$ cat config.mk
export PLATFORM = sky130hd
export DESIGN_NAME = tpg_gen
export DESIGN_NICKNAME = d
export VERILOG_FILES = /design/src/design/tpg_pkg.sv /design/src/design/tpg_gen.sv /design/src/design/tpg_fifo.sv
export VERILOG_INCLUDE_DIRS = /design/src /design/src/design
export SDC_FILE = /design/constraint.sdc
export NUM_CORES = 1
export LEC_CHECK = 0
export CORE_MARGIN = 1
export CORE_UTILIZATION = 50
export DETAILED_ROUTE_END_ITERATION = 6
export DONT_BUFFER_PORTS = 1
export GPL_TIMING_DRIVEN = 0
export PLACE_DENSITY = 0.74
export SKIP_CTS_REPAIR_TIMING = 1
export SLEW_MARGIN = 25
export SYNTH_ARGS = -nofsm -noshare
export SYNTH_HDL_FRONTEND = slang
export SYNTH_SLANG_ARGS = --single-unit
$ cat constraint.sdc
create_clock -name core_clk -period 8.9 [get_ports core_clk]
set_input_delay 2.67 -clock core_clk [delete_from_list [all_inputs] [get_ports core_clk]]
set_output_delay 2.67 -clock core_clk [all_outputs]
set_load 0.005 [all_outputs]
$ cat src/design/tpg_regs.svh
// Register offsets, field positions, reset values and fixed pattern words
// of the converter test pattern generator. Definitions only.
`ifndef TPG_REGS_SVH
`define TPG_REGS_SVH

// Register offsets
`define TPG_ADDR_DDC_FIRST 12'h327
`define TPG_ADDR_DDC_SECOND 12'h347
`define TPG_ADDR_CTRL 12'h550
`define TPG_ADDR_USER_FIRST 12'h551
`define TPG_ADDR_USER_LAST 12'h558

// Reset values
`define TPG_RST_CTRL 8'h00
`define TPG_RST_DDC 8'h00
`define TPG_RST_USER 8'h00

// Control register fields
`define TPG_CTRL_CODE_MSB 3
`define TPG_CTRL_LONG_RST_BIT 4
`define TPG_CTRL_SHORT_RST_BIT 5
`define TPG_CTRL_SINGLE_BIT 7

// Downconverter test enable fields
`define TPG_DDC_EN_LO_BIT 0
`define TPG_DDC_EN_HI_BIT 2

// Test codes
`define TPG_CODE_OFF 4'h0
`define TPG_CODE_MID 4'h1
`define TPG_CODE_POS 4'h2
`define TPG_CODE_NEG 4'h3
`define TPG_CODE_CHECK 4'h4
`define TPG_CODE_PN_LONG 4'h5
`define TPG_CODE_PN_SHORT 4'h6
`define TPG_CODE_TOGGLE 4'h7
`define TPG_CODE_USER 4'h8
`define TPG_CODE_RAMP 4'hF

// Fixed words
`define TPG_WORD_ZERO 14'h0000
`define TPG_WORD_POS 14'h1FFF
`define TPG_WORD_NEG 14'h2000
`define TPG_WORD_CHK_A 14'h1555
`define TPG_WORD_CHK_B 14'h2AAA
`define TPG_WORD_ONES 14'h3FFF

// Pseudo-random generators: seed, length, second tap
`define TPG_PN_LONG_SEED 23'h003AFF
`define TPG_PN_LONG_LEN 23
`define TPG_PN_LONG_TAP 5
`define TPG_PN_SHORT_SEED 23'h000092
`define TPG_PN_SHORT_LEN 9
`define TPG_PN_SHORT_TAP 4
`define TPG_PN_LONG_FIRST 14'h3FD7
`define TPG_PN_SHORT_FIRST 14'h125B

`endif

$ cat src/design/tpg_pkg.sv
// Types of the test pattern generator; its output buffer only takes their width as W.
// Assumes tpg_regs.svh carries the numeric constants.
package tpg_pkg;

	// One output sample: test flag plus the two lanes (A or I, B or Q)
	typedef struct packed {
		logic test;
		logic [13:0] lane_a;
		logic [13:0] lane_b;
	} tpg_sample_type;

	// Decoded pattern selection
	typedef enum logic [3:0] {
		TPG_PAT_OFF,
		TPG_PAT_MID,
		TPG_PAT_POS,
		TPG_PAT_NEG,
		TPG_PAT_CHECK,
		TPG_PAT_PN_LONG,
		TPG_PAT_PN_SHORT,
		TPG_PAT_TOGGLE,
		TPG_PAT_USER,
		TPG_PAT_RAMP
	} tpg_pat_type;

endpackage

$ cat src/design/tpg_gen.sv
// Converter test pattern generator: replaces converter words with test words
// ahead of the output formatting stage, with its register file.
// Assumes conversion samples and register accesses come from core_clk logic.
`timescale 1ns/1ps
`include "tpg_regs.svh"
module tpg_gen
	import tpg_pkg::*;
(
	input wire logic core_clk,
	input wire logic reset,
	input wire logic clk_en,
	input wire logic reg_wr,
	input wire logic reg_rd,
	input wire logic [11:0] reg_addr,
	input wire logic [7:0] reg_wdata,
	output logic [7:0] reg_rdata,
	input wire logic ddc_mode,
	input wire logic conv_valid,
	input wire logic [13:0] conv_a,
	input wire logic [13:0] conv_b,
	output logic conv_ready,
	output logic out_valid,
	input wire logic out_ready,
	output logic out_test,
	output logic [13:0] out_a,
	output logic [13:0] out_b
);
	// Advances a PN register by one sample; returns next state and output word
	// Fourteen bits per sample, first bit lands in bit 15, bits 1:0 stay zero
	function automatic logic [38:0] tpg_pn16(input logic [22:0] s, input int len, input int tap);
		logic [22:0] st;
		logic [15:0] w;
		logic fb;
		st = s;
		w = '0;
		fb = 1'b0;
		for (int k = 0; k < 14; k++) begin
			fb = st[0] ^ st[tap];
			w[15 - k] = st[0];
			st = {1'b0, st[22:1]};
			st[len - 1] = fb;
		end
		return {st, w};
	endfunction

	// Maps the control code to a pattern; unlisted codes mean off
	function automatic tpg_pat_type tpg_decode(input logic [3:0] code);
		tpg_pat_type p;
		p = TPG_PAT_OFF;
		case (code)
			`TPG_CODE_MID: p = TPG_PAT_MID;
			`TPG_CODE_POS: p = TPG_PAT_POS;
			`TPG_CODE_NEG: p = TPG_PAT_NEG;
			`TPG_CODE_CHECK: p = TPG_PAT_CHECK;
			`TPG_CODE_PN_LONG: p = TPG_PAT_PN_LONG;
			`TPG_CODE_PN_SHORT: p = TPG_PAT_PN_SHORT;
			`TPG_CODE_TOGGLE: p = TPG_PAT_TOGGLE;
			`TPG_CODE_USER: p = TPG_PAT_USER;
			`TPG_CODE_RAMP: p = TPG_PAT_RAMP;
			default: p = TPG_PAT_OFF;
		endcase
		return p;
	endfunction

	// Register file
	logic [7:0] ctrl_ff;
	logic [7:0] ddc_first_ff;
	logic [7:0] ddc_second_ff;
	logic [7:0] user_ff [8];
	logic [7:0] rdata_ff;

	// Pattern state
	logic [22:0] pn_long_ff;
	logic [22:0] pn_short_ff;
	logic [13:0] ramp_ff;
	logic phase_ff;
	logic [1:0] uidx_ff;
	logic udone_ff;

	// Fifo side
	logic fifo_ready;
	tpg_sample_type fifo_out;

	// Register decode
	wire wr_ctrl = clk_en & reg_wr & (reg_addr == `TPG_ADDR_CTRL);
	wire wr_ddc_first = clk_en & reg_wr & (reg_addr == `TPG_ADDR_DDC_FIRST);
	wire wr_ddc_second = clk_en & reg_wr & (reg_addr == `TPG_ADDR_DDC_SECOND);
	wire in_user = (reg_addr >= `TPG_ADDR_USER_FIRST) & (reg_addr <= `TPG_ADDR_USER_LAST);
	wire [11:0] user_off = reg_addr - `TPG_ADDR_USER_FIRST;
	wire [2:0] user_idx = user_off[2:0];
	wire wr_user = clk_en & reg_wr & in_user;
	wire [7:0] rd_mux = (reg_addr == `TPG_ADDR_CTRL) ? ctrl_ff :
		(reg_addr == `TPG_ADDR_DDC_FIRST) ? ddc_first_ff :
		(reg_addr == `TPG_ADDR_DDC_SECOND) ? ddc_second_ff :
		in_user ? user_ff[user_idx] : 8'h00;

	// Control fields
	wire [3:0] code = ctrl_ff[`TPG_CTRL_CODE_MSB:0];
	wire long_hold = ctrl_ff[`TPG_CTRL_LONG_RST_BIT];
	wire short_hold = ctrl_ff[`TPG_CTRL_SHORT_RST_BIT];
	wire single_mode = ctrl_ff[`TPG_CTRL_SINGLE_BIT];
	tpg_pat_type pat;
	assign pat = tpg_decode(code);

	// Downconverter test enable: both enable bits of either downconverter
	wire ddc_test_first = ddc_first_ff[`TPG_DDC_EN_LO_BIT] & ddc_first_ff[`TPG_DDC_EN_HI_BIT];
	wire ddc_test_second = ddc_second_ff[`TPG_DDC_EN_LO_BIT] & ddc_second_ff[`TPG_DDC_EN_HI_BIT];
	wire ddc_test = ddc_test_first | ddc_test_second;
	wire test_on = (pat != TPG_PAT_OFF) & (~ddc_mode | ddc_test);

	// PN words and next states
	wire [38:0] pn_long_step = tpg_pn16(pn_long_ff, `TPG_PN_LONG_LEN, `TPG_PN_LONG_TAP);
	wire [38:0] pn_short_step = tpg_pn16(pn_short_ff, `TPG_PN_SHORT_LEN, `TPG_PN_SHORT_TAP);
	wire [13:0] pn_long_word = pn_long_step[15:2];
	wire [13:0] pn_short_word = pn_short_step[15:2];
	wire [15:0] user_word = {user_ff[{uidx_ff, 1'b1}], user_ff[{uidx_ff, 1'b0}]};

	// Pattern word selection
	logic [13:0] pat_word;
	always_comb begin
		case (pat)
			TPG_PAT_MID: pat_word = `TPG_WORD_ZERO;
			TPG_PAT_POS: pat_word = `TPG_WORD_POS;
			TPG_PAT_NEG: pat_word = `TPG_WORD_NEG;
			TPG_PAT_CHECK: pat_word = phase_ff ? `TPG_WORD_CHK_B : `TPG_WORD_CHK_A;
			TPG_PAT_PN_LONG: pat_word = pn_long_word;
			TPG_PAT_PN_SHORT: pat_word = pn_short_word;
			TPG_PAT_TOGGLE: pat_word = phase_ff ? `TPG_WORD_ONES : `TPG_WORD_ZERO;
			TPG_PAT_USER: pat_word = udone_ff ? `TPG_WORD_ZERO : user_word[15:2];
			TPG_PAT_RAMP: pat_word = ramp_ff;
			default: pat_word = `TPG_WORD_ZERO;
		endcase
	end

	// Sample accepted: patterns move only on a real sample
	wire push = clk_en & conv_valid & fifo_ready;
	tpg_sample_type sample;
	assign sample.test = test_on;
	assign sample.lane_a = test_on ? pat_word : conv_a;
	assign sample.lane_b = test_on ? pat_word : conv_b;
	assign conv_ready = fifo_ready;

	// Register writes
	always_ff @(posedge core_clk) begin
		if (reset) begin
			ctrl_ff <= `TPG_RST_CTRL;
			ddc_first_ff <= `TPG_RST_DDC;
			ddc_second_ff <= `TPG_RST_DDC;
			for (int i = 0; i < 8; i++) begin
				user_ff[i] <= `TPG_RST_USER;
			end
		end else begin
			if (wr_ctrl) begin
				ctrl_ff <= reg_wdata;
			end
			if (wr_ddc_first) begin
				ddc_first_ff <= reg_wdata;
			end
			if (wr_ddc_second) begin
				ddc_second_ff <= reg_wdata;
			end
			if (wr_user) begin
				user_ff[user_idx] <= reg_wdata;
			end
		end
	end

	// Register read data, one cycle after the strobe
	always_ff @(posedge core_clk) begin
		if (reset) begin
			rdata_ff <= 8'h00;
		end else if (clk_en & reg_rd) begin
			rdata_ff <= rd_mux;
		end
	end
	assign reg_rdata = rdata_ff;

	// PN generators: held at seed while their reset bit is set
	always_ff @(posedge core_clk) begin
		if (reset) begin
			pn_long_ff <= `TPG_PN_LONG_SEED;
			pn_short_ff <= `TPG_PN_SHORT_SEED;
		end else if (clk_en) begin
			if (long_hold) begin
				pn_long_ff <= `TPG_PN_LONG_SEED;
			end else if (push & (pat == TPG_PAT_PN_LONG)) begin
				pn_long_ff <= pn_long_step[38:16];
			end
			if (short_hold) begin
				pn_short_ff <= `TPG_PN_SHORT_SEED;
			end else if (push & (pat == TPG_PAT_PN_SHORT)) begin
				pn_short_ff <= pn_short_step[38:16];
			end
		end
	end

	// Ramp, alternation and user index; a control write restarts them
	always_ff @(posedge core_clk) begin
		if (reset | wr_ctrl) begin
			ramp_ff <= 14'h0000;
			phase_ff <= 1'b0;
			uidx_ff <= 2'h0;
			udone_ff <= 1'b0;
		end else if (push) begin
			ramp_ff <= ramp_ff + 14'h0001;
			phase_ff <= ~phase_ff;
			uidx_ff <= uidx_ff + 2'h1;
			udone_ff <= udone_ff | (single_mode & (uidx_ff == 2'h3));
		end
	end

	tpg_fifo #(
		.W($bits(tpg_sample_type)),
		.DEPTH(8)
	) u_fifo (
		.core_clk(core_clk),
		.reset(reset),
		.clk_en(clk_en),
		.in_valid(conv_valid),
		.in_ready(fifo_ready),
		.in_data(sample),
		.out_valid(out_valid),
		.out_ready(out_ready),
		.out_data(fifo_out)
	);
	assign out_test = fifo_out.test;
	assign out_a = fifo_out.lane_a;
	assign out_b = fifo_out.lane_b;

	// Checking helpers: previous pushed word and its validity
	logic [13:0] prev_word_ff;
	logic prev_ok_ff;
	always_ff @(posedge core_clk) begin
		if (reset | wr_ctrl) begin
			prev_word_ff <= 14'h0000;
			prev_ok_ff <= 1'b0;
		end else if (push) begin
			prev_word_ff <= sample.lane_a;
			prev_ok_ff <= 1'b1;
		end
	end
endmodule

$ cat src/design/tpg_fifo.sv
// Sample buffer between the pattern generator and the formatting stage.
// Assumes one clock; clk_en low freezes every flop.
`timescale 1ns/1ps
module tpg_fifo #(
	parameter int W = 29,
	parameter int DEPTH = 8
) (
	input wire logic core_clk,
	input wire logic reset,
	input wire logic clk_en,
	input wire logic in_valid,
	output logic in_ready,
	input wire logic [W-1:0] in_data,
	output logic out_valid,
	input wire logic out_ready,
	output logic [W-1:0] out_data
);
	localparam int AW = $clog2(DEPTH);
	localparam int CW = $clog2(DEPTH + 1);

	logic [W-1:0] mem_ff [DEPTH];
	logic [AW-1:0] wr_ptr_ff;
	logic [AW-1:0] rd_ptr_ff;
	logic [CW-1:0] count_ff;
	logic ready_ff;
	logic valid_ff;
	logic [W-1:0] data_ff;
	wire push = clk_en & in_valid & ready_ff;
	wire pop = clk_en & (~valid_ff | out_ready) & (count_ff != '0);
	wire drain = clk_en & valid_ff & out_ready;
	wire [CW-1:0] nxt_count = count_ff + CW'(push) - CW'(pop);

	assign in_ready = ready_ff;
	assign out_valid = valid_ff;
	assign out_data = data_ff;

	// Storage and pointers
	always_ff @(posedge core_clk) begin
		if (push) begin
			mem_ff[wr_ptr_ff] <= in_data;
		end
		if (reset) begin
			wr_ptr_ff <= '0;
			rd_ptr_ff <= '0;
			count_ff <= '0;
			ready_ff <= 1'b0;
		end else if (clk_en) begin
			wr_ptr_ff <= push ? AW'((wr_ptr_ff + 1'b1) % DEPTH) : wr_ptr_ff;
			rd_ptr_ff <= pop ? AW'((rd_ptr_ff + 1'b1) % DEPTH) : rd_ptr_ff;
			count_ff <= nxt_count;
			ready_ff <= nxt_count != CW'(DEPTH); // Full stalls the source
		end
	end

	// Registered output stage
	always_ff @(posedge core_clk) begin
		if (reset) begin
			valid_ff <= 1'b0;
			data_ff <= '0;
		end else if (pop) begin
			valid_ff <= 1'b1;
			data_ff <= mem_ff[rd_ptr_ff];
		end else if (drain) begin
			valid_ff <= 1'b0;
		end
	end
endmodule

## Yosys cells after proc, flatten, opt, wreduce, memory -nomap -nowiden

Memory sizes are Yosys's and may differ from the RTL's. A register that Yosys moved wholly into a read port is not among the register bits.
Cells that the tools add are included.

- Bitwise logic cells: 55
- Order comparisons: 2
- Reduce and logical (&&, ||, !) cells: 10
- Equality and inequality tests: 13
- Add/sub/neg operators: 7
- Mux-type cells: 32

Operator list:

| operator | number |
|---|---|
| $pmux W14 S8 | 1 |
| $mux W14 | 5 |
| $mux W23 | 2 |
| $mux W8 | 5 |
| $xor A1 B1 Y1 | 28 |
| $eq A12 B10 Y1 const B | 2 |
| $and A1 B1 Y1 | 19 |
| $mux W9 | 2 |
| $eq A4 B3 Y1 const B | 4 |
| $mux W3 | 5 |
| $add A14 B1 Y14 const B | 1 |
| $eq A12 B11 Y1 const B | 1 |
| $ge A12 B11 Y1 const B | 1 |
| $le A12 B11 Y1 const B | 1 |
| $mux W1 | 10 |
| $eq A4 B2 Y1 const B | 2 |
| $eq A4 B4 Y1 const B | 2 |
| $mux W4 | 2 |
| $reduce_and A2 Y1 | 4 |
| $reduce_bool A4 Y1 | 2 |
| $reduce_or A8 Y1 | 1 |
| $add A3 B1 Y3 const B | 2 |
| $reduce_bool A2 Y1 | 3 |
| $or A1 B1 Y1 | 5 |
| other kinds (7) | 9 |

- Bits in writable memories: 296
- Logic and storage cells: 137
- Bits in read-only memories: 64
- Memories: 3
- Flip-flop bits (word level): 94
- Bits of input ports: 56
- Output and inout bits: 39

Memory list:

| memory | words | bits a word | rd ports | clocked after memory_dff | write ports | RTL line | source |
|---|---|---|---|---|---|---|---|
| u_fifo.mem_ff | 8 | 29 | 1 | 1 | 1 | tpg_fifo.sv:21 | `logic [W-1:0] mem_ff [DEPTH];` |
| (no name shown) | 16 | 4 | 1 | 1 | 0 | tpg_gen.sv:50 | `case (code)` |
| user_ff | 8 | 8 | 3 | 2 | 8 | tpg_gen.sv:69 | `logic [7:0] user_ff [8];` |

## Logic depth before layout (Yosys ltp)

Gate-level depths: netlist of the first run.

- Depth after elaboration: 8
- Depth in mapped cells: 14
- Mapped depth without buffers: 13

## Cells and area by module

A second synthesis of the first run with hierarchy kept.

- Cells, all modules: 1360
- Area total of the unflattened synthesis: 18930.7 µm²

By module, submodules not included:

| module | cells an instance | sequential area each (µm²) | instances | area each (µm²) |
|---|---|---|---|---|
| tpg_fifo | 517 | 7787.5 | 1 | 10279.9 |
| tpg_gen | 843 | 3683.5 | 1 | 8650.8 |

## Worst setup path before layout of the first run

Ideal clock, no wire load.

- Kind: input port to flip-flop
- From: input clk_en
- To: memory u_fifo.mem_ff[1][0] (enable)
- Stages on the path: 4
- Path buffers: 2
- Library setup time: 0.499 ns
- Arrival time: 6.343 ns
- Data required time: 8.401 ns
- Slack: 2.058 ns
- Cells stage by stage: buf_2 nand3_1 clkbuf_1 nor4b_1

- Word-level cells in the longest chain between the ends: 4

RTL lines:

| what | RTL line | source |
|---|---|---|
| start: declaration | tpg_gen.sv:11 | `input wire logic clk_en,` |
| $and A1 B1 Y1 (2 in series) | tpg_fifo.sv:28 | `wire push = clk_en & in_valid & ready_ff;` |
| $mux W1 | tpg_fifo.sv:39 | `if (push) begin` |
| $mux W1 (not written as such) | tpg_fifo.sv:40 | `mem_ff[wr_ptr_ff] <= in_data;` |
| end: declaration | tpg_fifo.sv:21 |  |

Every way passes these cells.

==> impl_metrics.toml, run 1 <==
[setup_path]
worstSetupStartpointType = "primary input"
crit_path_end_kind = "flip-flop"
crit_fanout = 10
cp.arrival_ps = 5580
cp.required_ps = 9110
critPathKind = "primary input to flip-flop"

[placed_design]
dp.cells = 1909
portBuffers = 0
dp_hpwl_mm = 35.3
placed_area_mm2 = 0.0198
gp_congestion = 0.904

[synth]
ys_seq_elements = 425
synth.largest_area_cell = "edfxtp_1"
ys_seq_area_share_pct = 60.7
synth_edf_count = 296
synthArstFlopShare_pct = 0
synth_cells = 1368
synth_warnings = 0
syn_nets = 1438
ys.flop_type = "edfxtp_1"
syn_area_per_cell_um2 = 13.8
yosys-top-cells-area = "edfxtp_1, dfxtp_1, mux4_2, mux2i_1, and2_1"
ys_types = 63
synth_top_area_share_pct = 47.0
syn_area_mm2 = 0.0189

[route]
route.vias.total = 12300
wire_per_inst_um = 24.8
drt_iter0_drc = 1173
ant_nets = 0
dr.pass1.iters = 6
post_drt_via_cell_ratio = 6.16
drc = 0
wl_mm = 49.5

[die]
start_util_pct = 51.2
core_area_mm2 = 0.0369
ios = 95
dieArea_mm2 = 0.0386
fp.dieW_um = 196
fp.dieH_um = 196
std_cell_rows = 70

[final_layout]
final_area_mm2 = 0.0213
final_cells = 1992
areaGrowthSynthToFinish_pct = 12.9
final_nets = 1521
layout-drive-gt1-share_pct = 16.9

[clock_network]
numCtsBuffers = 44
clk_latency_ps = 560
clk_pin_slew_ps = 60
ctsLongestPathBuffers = 3
clockRootBuffer = "clkbuf_16"
htree_levels = 2
clock_sinks = 425
cts_tree = "done"

[sta]
skew_ps = 19.1
fin_hold_ws_ps = 478
hold_viol_final = 0
fmax_mhz = 186
finalSetupViolCount = 0
tightestPinTransition_ps = 1180
rsz0062_at_grt = "no"
drv_slew = 0
min_period_ps = 5370
slew_headroom_pct = 20.5
fin_crit_sh_pct = 60.3

[grt]
grt_remaining_overflow = 0
grt_usage_pct = 26.2
antenna_found_initial = 3
first_global_vias = 12300
grt_max_degree = 19
grt_pass1_wl_mm = 75.4

[power]
p_sw_share_pct = 24.5
seqPwrFrac_pct = 48.1
p_int_mw = 3.50
power_frac_comb_pct = 11.9
ir_worst_vdd_uv = 152
power.switching_mw = 1.14
clkPwrFrac_pct = 40.0
p_leak_nw = 7.27
p_per_area_mw_per_mm2 = 217

[job]
maxCapViolations = 0

[status]
status = "finished clean"

[min_path]
hold_path_class = "flip-flop to flip-flop"
worst max-delay path: stages:
cell	delay (ps)
buf_1	500
inv_1	140
ha_1	260
xor2_1	350
clkbuf_1	610
nand2_1	210
nor4_4	420
or2_1	410
per-stage QoR:
stage          TNS, ps  setup WS, ps  util, %  power (mW)
6_report             0          3530     57.8        4.64
5_1_grt              0          3200     57.8        4.78
4_1_cts              0          3500     57.8        4.66
3_5_place_dp         0          2920     53.8        2.82
3_3_place_gp    -91690         -1770     53.0        2.80
2_1_floorplan        0          2060        -        2.66
worst paths after layout:
path	start	end	slack [ps]	cells past startpoint
max	reg_addr[0]	user_ff[6][3]$_SDFFCE_PN0P_	3530	8
min	pn_long_ff[21]$_SDFFE_PP0P_	pn_long_ff[21]$_SDFFE_PP0P_	480	2
max reg2reg	u_fifo.count_ff[2]$_SDFFE_PP0P_	u_fifo.in_ready$_SDFFE_PP0P_	5200	14
min reg2reg	pn_long_ff[21]$_SDFFE_PP0P_	pn_long_ff[21]$_SDFFE_PP0P_	480	2
power groups by stage:
stage / Clock (mW) / Sequential (mW) / Combinational, mW
detailed placement: 0 / 2.27 / 0.545
finish: 1.86 / 2.23 / 0.550
floorplan: 0 / 2.25 / 0.413
CTS: 1.87 / 2.23 / 0.554
global placement: 0 / 2.27 / 0.531
global route: 1.95 / 2.24 / 0.595
layout by cell type, fill, tap and decap left out, types with 18 or more instances in the layout:
cell,count
and2_1,65
dfxtp_1,129
xnor2_1,37
a21oi_1,61
nand2_1,67
and3_1,25
clkbuf_16,45
nor4_1,18
mux2i_1,63
clkbuf_1,76
inv_1,18
nand3b_1,31
edfxtp_1,296
nand3_1,34
nor2_1,83
buf_4,26
a211oi_1,31
o21ai_0,26
buf_2,25
mux4_2,88
state kept, by name, summed over array words and instances, names as in the netlist, 8 cells and up, named ones only:
| signal | flops |
|---|---|
| reg_rdata | 8 |
| pn_long_ff | 23 |
| ctrl_ff | 8 |
| u_fifo.out_data | 29 |
| ramp_ff | 14 |
| ddc_second_ff | 8 |
| pn_short_ff | 9 |
| user_ff | 64 |
| ddc_first_ff | 8 |
| u_fifo.mem_ff | 232 |
cell type report:
type | instances | area [µm²]
Fill cell | 2866 | 15500
Sequential cell | 425 | 11500
Multi-Input combinational cell | 821 | 6970
Clock buffer | 64 | 1300
Tap cell | 504 | 631
Buffer | 102 | 427
Timing Repair Buffer | 37 | 270
Clock inverter | 18 | 183
Inverter | 20 | 75.1
Antenna cell | 1 | 2.50
synthesized netlist by cell type, types with 6 or more instances:
cell,count
edfxtp_1,296
dfxtp_1,129
mux4_2,88
nor2_1,84
clkbuf_1,70
nand2_1,67
and2_1,65
mux2i_1,63
a21oi_1,61
xnor2_1,37
nand3_1,34
a211oi_1,31
nand3b_1,31
o21ai_0,26
and3_1,25
nor4_1,19
inv_1,18
or4_1,15
buf_2,14
o21bai_1,14
buf_1,13
ha_1,13
o31ai_1,13
nor3_1,10
xor2_1,10
a22o_1,9
nand4b_1,9
o211ai_1,9
a32oi_1,8
nor2b_1,8
nor4_4,8
or2_1,7
nand2b_1,6
or3_1,6
cells by family after synthesis:
family | synth area share (%)
AOI/OAI and AO/OA | 6.55
xor gates and xnor gates | 2.18
adders and majority gates | 0.967
buffers and inverters | 2.66
DFF | 60.7
muxes | 13.8
and+or+nand+nor | 13.1
layer usage:
layer / global-route usage (%) / share of wire, % / vias to the layer above
met4: 10.7 / 3.9 / 6
met2: 43.8 / 49 / 617
met3: 6.11 / 9.0 / 125
li1: - / - / 5407
met1: 32.7 / 38 / 6112
met5: 0 / 0.075 / -
(Power assumes the default switching activity.)
==> run 2, diff against run 1 <==
--- a/config.mk
+++ b/config.mk
@@ -11,7 +11,7 @@
 export DETAILED_ROUTE_END_ITERATION = 6
 export DONT_BUFFER_PORTS = 1
 export GPL_TIMING_DRIVEN = 0
-export PLACE_DENSITY = 0.74
+export PLACE_DENSITY = 0.77
 export SKIP_CTS_REPAIR_TIMING = 1
 export SLEW_MARGIN = 25
 export SYNTH_ARGS = -nofsm -noshare
==> constraint.sdc (replaced) <==
create_clock -name core_clk -period 4.78 [get_ports core_clk]
set_input_delay 1.434 -clock core_clk [delete_from_list [all_inputs] [get_ports core_clk]]
set_output_delay 1.434 -clock core_clk [all_outputs]
set_load 0.005 [all_outputs]
==> impl_metrics.toml, run 2 (synthesis gave the netlist of run 1 again) <==
[grt]
antenna_found_initial = 2
grt_max_degree = 20
first_global_vias = 12000
grt_remaining_overflow = 0
grt_usage_pct = 25.1
grt_pass1_wl_mm = 72.1

[route]
route.vias.total = 12100
dr.pass1.iters = 5
ant_nets = 0
post_drt_via_cell_ratio = 6.11
drc = 0
wl_mm = 47.8
wire_per_inst_um = 24.2
drt_iter0_drc = 1153

[setup_path]
path_cells = "o221ai_1 > clkinv_1 > clkbuf_1 > ha_1 > inv_1 > ha_1 > inv_1 > fa_1 > xnor2_1 > nor3_1 > a211oi_1"
cp.required_ps = 5220
worstSetupStartpointType = "primary input"
crit_fanout = 10
slowest_stage = "o221ai_1"
cp.arrival_ps = 4960
critPathKind = "primary input to flip-flop"
cp_slowest_stage_delay_ps = 740
crit_path_end_kind = "flip-flop"
worst-r2r-cell-count = 14

[final_layout]
layout_commonest_cell = "edfxtp_1"
final_nets = 1507
largest_reg_flops = 232
nFillCells = 2872
layout_common_cells = "edfxtp_1, dfxtp_1, mux4_2"
layout-drive-gt1-share_pct = 15.1
areaGrowthSynthToFinish_pct = 11.8
regMostFlops = "u_fifo.mem_ff"

[die]
core_area_mm2 = 0.0369
fp.dieW_um = 196
std_cell_rows = 70
start_util_pct = 51.2
fp.dieH_um = 196
dieArea_mm2 = 0.0386
ios = 95

[clock_network]
numCtsBuffers = 42
cts_tree = "done"
clock_sinks = 425
clockRootBuffer = "clkbuf_16"
htree_levels = 2
ctsLongestPathBuffers = 3
clk_latency_ps = 570
clk_pin_slew_ps = 60

[power]
power.total_mw = 8.25
p_leak_nw = 7.09
ir_worst_vdd_uv = 256
p_per_area_mw_per_mm2 = 391

[min_path]
holdPathStages = 2
hold_path_class = "flip-flop to flip-flop"

[status]
status = "finished clean"

[sta]
tightestPinTransition_ps = 1060
fin_hold_ws_ps = 477
min_period_ps = 4510
rsz0062_at_grt = "no"
fin_crit_sh_pct = 94.4
drv_slew = 0
hold_viol_final = 0
slew_headroom_pct = 28.3
fmax_mhz = 222
finalSetupViolCount = 0
fin_setup_tns_ps = 0
skew_ps = 23.1

[placed_design]
portBuffers = 0
dp_hpwl_mm = 34.0
gp_congestion = 0.875

[job]
maxCapViolations = 0
## run 2: cell type report
| cell class | instances | area (µm²) | share of cell area [%] |
|---|---|---|---|
| plain buffers | 102 | 427 | 2.02 |
| repair buffers | 25 | 260 | 1.23 |
| diodes | 2 | 5.00 | 0.0237 |
| multi-input cells | 821 | 6990 | 33.1 |
| inverters | 20 | 75.1 | 0.355 |
| clock inverters | 27 | 173 | 0.817 |
| well taps | 504 | 631 | 2.99 |
| flip-flops and latches | 425 | 11500 | 54.3 |
| clock buffers | 50 | 1090 | 5.16 |
## run 2: power breakdown
| part | switching [mW] | internal [mW] | total, mW |
|---|---|---|---|
| Combinational | 0.591 | 0.449 | 1.04 |
| Clock | 1.38 | 1.69 | 3.07 |
| Sequential | 0.0826 | 4.06 | 4.14 |
| Total | 2.06 | 6.20 | 8.25 |
## run 2: critical path: cells and delay by family
family	cells	cell delay (ps)
xor+xnor	1	230
simple gates	1	80
buf+inv	4	1200
compound gates	2	1020
fa+ha+maj	3	980
## run 2: worst paths after layout
path | start | to | slack (ps)
min reg2reg | udone_ff$_SDFFE_PP0P_ | udone_ff$_SDFFE_PP0P_ | 480
max | out_ready | u_fifo.in_ready$_SDFFE_PP0P_ | 270
min | udone_ff$_SDFFE_PP0P_ | udone_ff$_SDFFE_PP0P_ | 480
max reg2reg | u_fifo.count_ff[3]$_SDFFE_PP0P_ | u_fifo.in_ready$_SDFFE_PP0P_ | 490
## run 2: routing by layer
| metal | wire (µm) | vias to the layer above | track usage (%) |
|---|---|---|---|
| met5 | 0 | - | 0 |
| met4 | 1440 | 0 | 9.09 |
| met3 | 4990 | 96 | 6.31 |
| met2 | 22800 | 636 | 41.0 |
| met1 | 18500 | 5975 | 32.6 |
| li1 | - | 5363 | - |
## run 2: through the flow
stage / instance area (µm²) / instances / util [%] / worst slack (ps)
CTS: 21100 / 1974 / 57.3 / 287
global placement: 19500 / 1872 / 53.0 / -2490
finish: 21100 / 1976 / 57.3 / 267
global route: 21100 / 1976 / 57.3 / 133
detailed placement: 19900 / 1897 / 53.9 / -275
floorplan: 18900 / 1368 / - / 65.7
==> run 3, diff against run 2 <==
--- a/config.mk
+++ b/config.mk
@@ -6,12 +6,14 @@
 export SDC_FILE = /design/constraint.sdc
 export NUM_CORES = 1
 export LEC_CHECK = 0
+export CELL_PAD_IN_SITES_DETAIL_PLACEMENT = 1
+export CELL_PAD_IN_SITES_GLOBAL_PLACEMENT = 1
 export CORE_MARGIN = 1
-export CORE_UTILIZATION = 50
+export CORE_UTILIZATION = 48
 export DETAILED_ROUTE_END_ITERATION = 6
 export DONT_BUFFER_PORTS = 1
 export GPL_TIMING_DRIVEN = 0
-export PLACE_DENSITY = 0.77
+export PLACE_DENSITY_LB_ADDON = 0.1
 export SKIP_CTS_REPAIR_TIMING = 1
 export SLEW_MARGIN = 25
 export SYNTH_ARGS = -nofsm -noshare
==> impl_metrics.toml, run 3 (synthesis gave the netlist of run 1 again) <==
[sta]
tightestPinTransition_ps = 917
min_period_ps = 4440
fmax_mhz = 225
timing.final.ws_setup_ps = 340
rsz0062_at_grt = "no"
drv_slew = 0
skew_ps = 20.0
fin_hold_ws_ps = 483
hold_viol_final = 0
finalSetupViolCount = 0
slew_headroom_pct = 38.9
fin_crit_sh_pct = 92.9
fin_setup_tns_ps = 0

[setup_path]
cp.arrival_ps = 4920
worstSetupStartpointType = "primary input"
crit_fanout = 10
path_cells = "o221ai_1 > clkinv_1 > clkbuf_1 > ha_1 > inv_1 > ha_1 > inv_1 > fa_1 > xnor2_1 > nor3_1 > a211oi_1"
slowest_stage = "o221ai_1"
critPathKind = "primary input to flip-flop"
cp.required_ps = 5260
worst-r2r-setup-slack_ps = 560
crit_path_end_kind = "flip-flop"
worst-r2r-cell-count = 14
cp_slowest_stage_delay_ps = 680

[final_layout]
nFillCells = 3838
largest_reg_flops = 232
areaGrowthSynthToFinish_pct = 12.9
final_cells = 1999
num_antenna_cells = 0
layout-drive-gt1-share_pct = 15.9
layout_commonest_cell = "edfxtp_1"
final_area_mm2 = 0.0213
layout_common_cells = "edfxtp_1, dfxtp_1, mux4_2"
final_nets = 1514
regMostFlops = "u_fifo.mem_ff"

[die]
start_util_pct = 48.8
ios = 95
fp.dieH_um = 200
std_cell_rows = 72
core_area_mm2 = 0.0387
dieArea_mm2 = 0.0402
fp.dieW_um = 200

[clock_network]
clk_pin_slew_ps = 60
cts_tree = "done"
ctsLongestPathBuffers = 3
clockRootBuffer = "clkbuf_16"
clock_sinks = 425
numCtsBuffers = 45
htree_levels = 2
clk_latency_ps = 580

[job]
maxCapViolations = 0

[status]
status = "finished clean"

[route]
route.vias.total = 12000
drt_iter0_drc = 845
wl_mm = 53.7
post_drt_via_cell_ratio = 6.03
wire_per_inst_um = 26.8
ant_nets = 0
dr.pass1.iters = 5
drc = 0

[placed_design]
post-place-ws_ps = -445
portBuffers = 0
gp_congestion = 0.874
dp.cells = 1915
dp_hpwl_mm = 38.5
placed_area_mm2 = 0.0199

[power]
ir_worst_vdd_uv = 226
p_per_area_mw_per_mm2 = 406
p_leak_nw = 7.20

[grt]
antenna_found_initial = 2
grt_usage_pct = 27.3
first_global_vias = 13100
grt_max_degree = 18
grt_remaining_overflow = 0
grt_pass1_wl_mm = 81.8

[min_path]
holdPathStages = 2
hold_path_class = "flip-flop to flip-flop"
[run 3: power by group]
part | switching (mW) | internal [mW]
logic | 0.602 | 0.448
registers | 0.0836 | 4.06
clock network | 1.48 | 1.98
[run 3: path summary, 6_finish.rpt]
check	to	start
setup / recovery	u_fifo.in_ready$_SDFFE_PP0P_	out_ready
hold / removal	pn_long_ff[21]$_SDFFE_PP0P_	pn_long_ff[21]$_SDFFE_PP0P_
setup reg to reg	u_fifo.in_ready$_SDFFE_PP0P_	u_fifo.count_ff[2]$_SDFFE_PP0P_
hold reg to reg	pn_long_ff[21]$_SDFFE_PP0P_	pn_long_ff[21]$_SDFFE_PP0P_
[run 3: cell type report]
cell class | count | area [µm²] | share of cell area [%]
tap | 518 | 648 | 3.04
clock inverter | 25 | 220 | 1.03
buffer | 102 | 428 | 2.01
sequential | 425 | 11500 | 53.8
clock buffer | 59 | 1230 | 5.76
timing repair buffer | 29 | 268 | 1.26
multi-input combinational | 821 | 6990 | 32.8
inverter | 20 | 75.1 | 0.352
[run 3: critical path: cells and delay by family]
family	cells	cell delay, ps
buf+inv	4	1200
fa+ha+maj	3	980
compound gates	2	930
xor+xnor	1	260
simple gates	1	100
[run 3: metal layers]
metal  GRT usage, %  wire, µm  vias up
li1               -         -     5387
met1           34.8     22100     6195
met2           47.1     26800      372
met3           4.97      3170       88
met4           9.24      1560        4
met5              0        25        -
[run 3: through the flow]
stage,power [mW],utilization (%)
floorplan,4.96,-
global placement,5.25,50.5
detailed placement,5.29,51.3
CTS,8.73,55.1
global route,8.94,55.1
finish,8.65,55.1
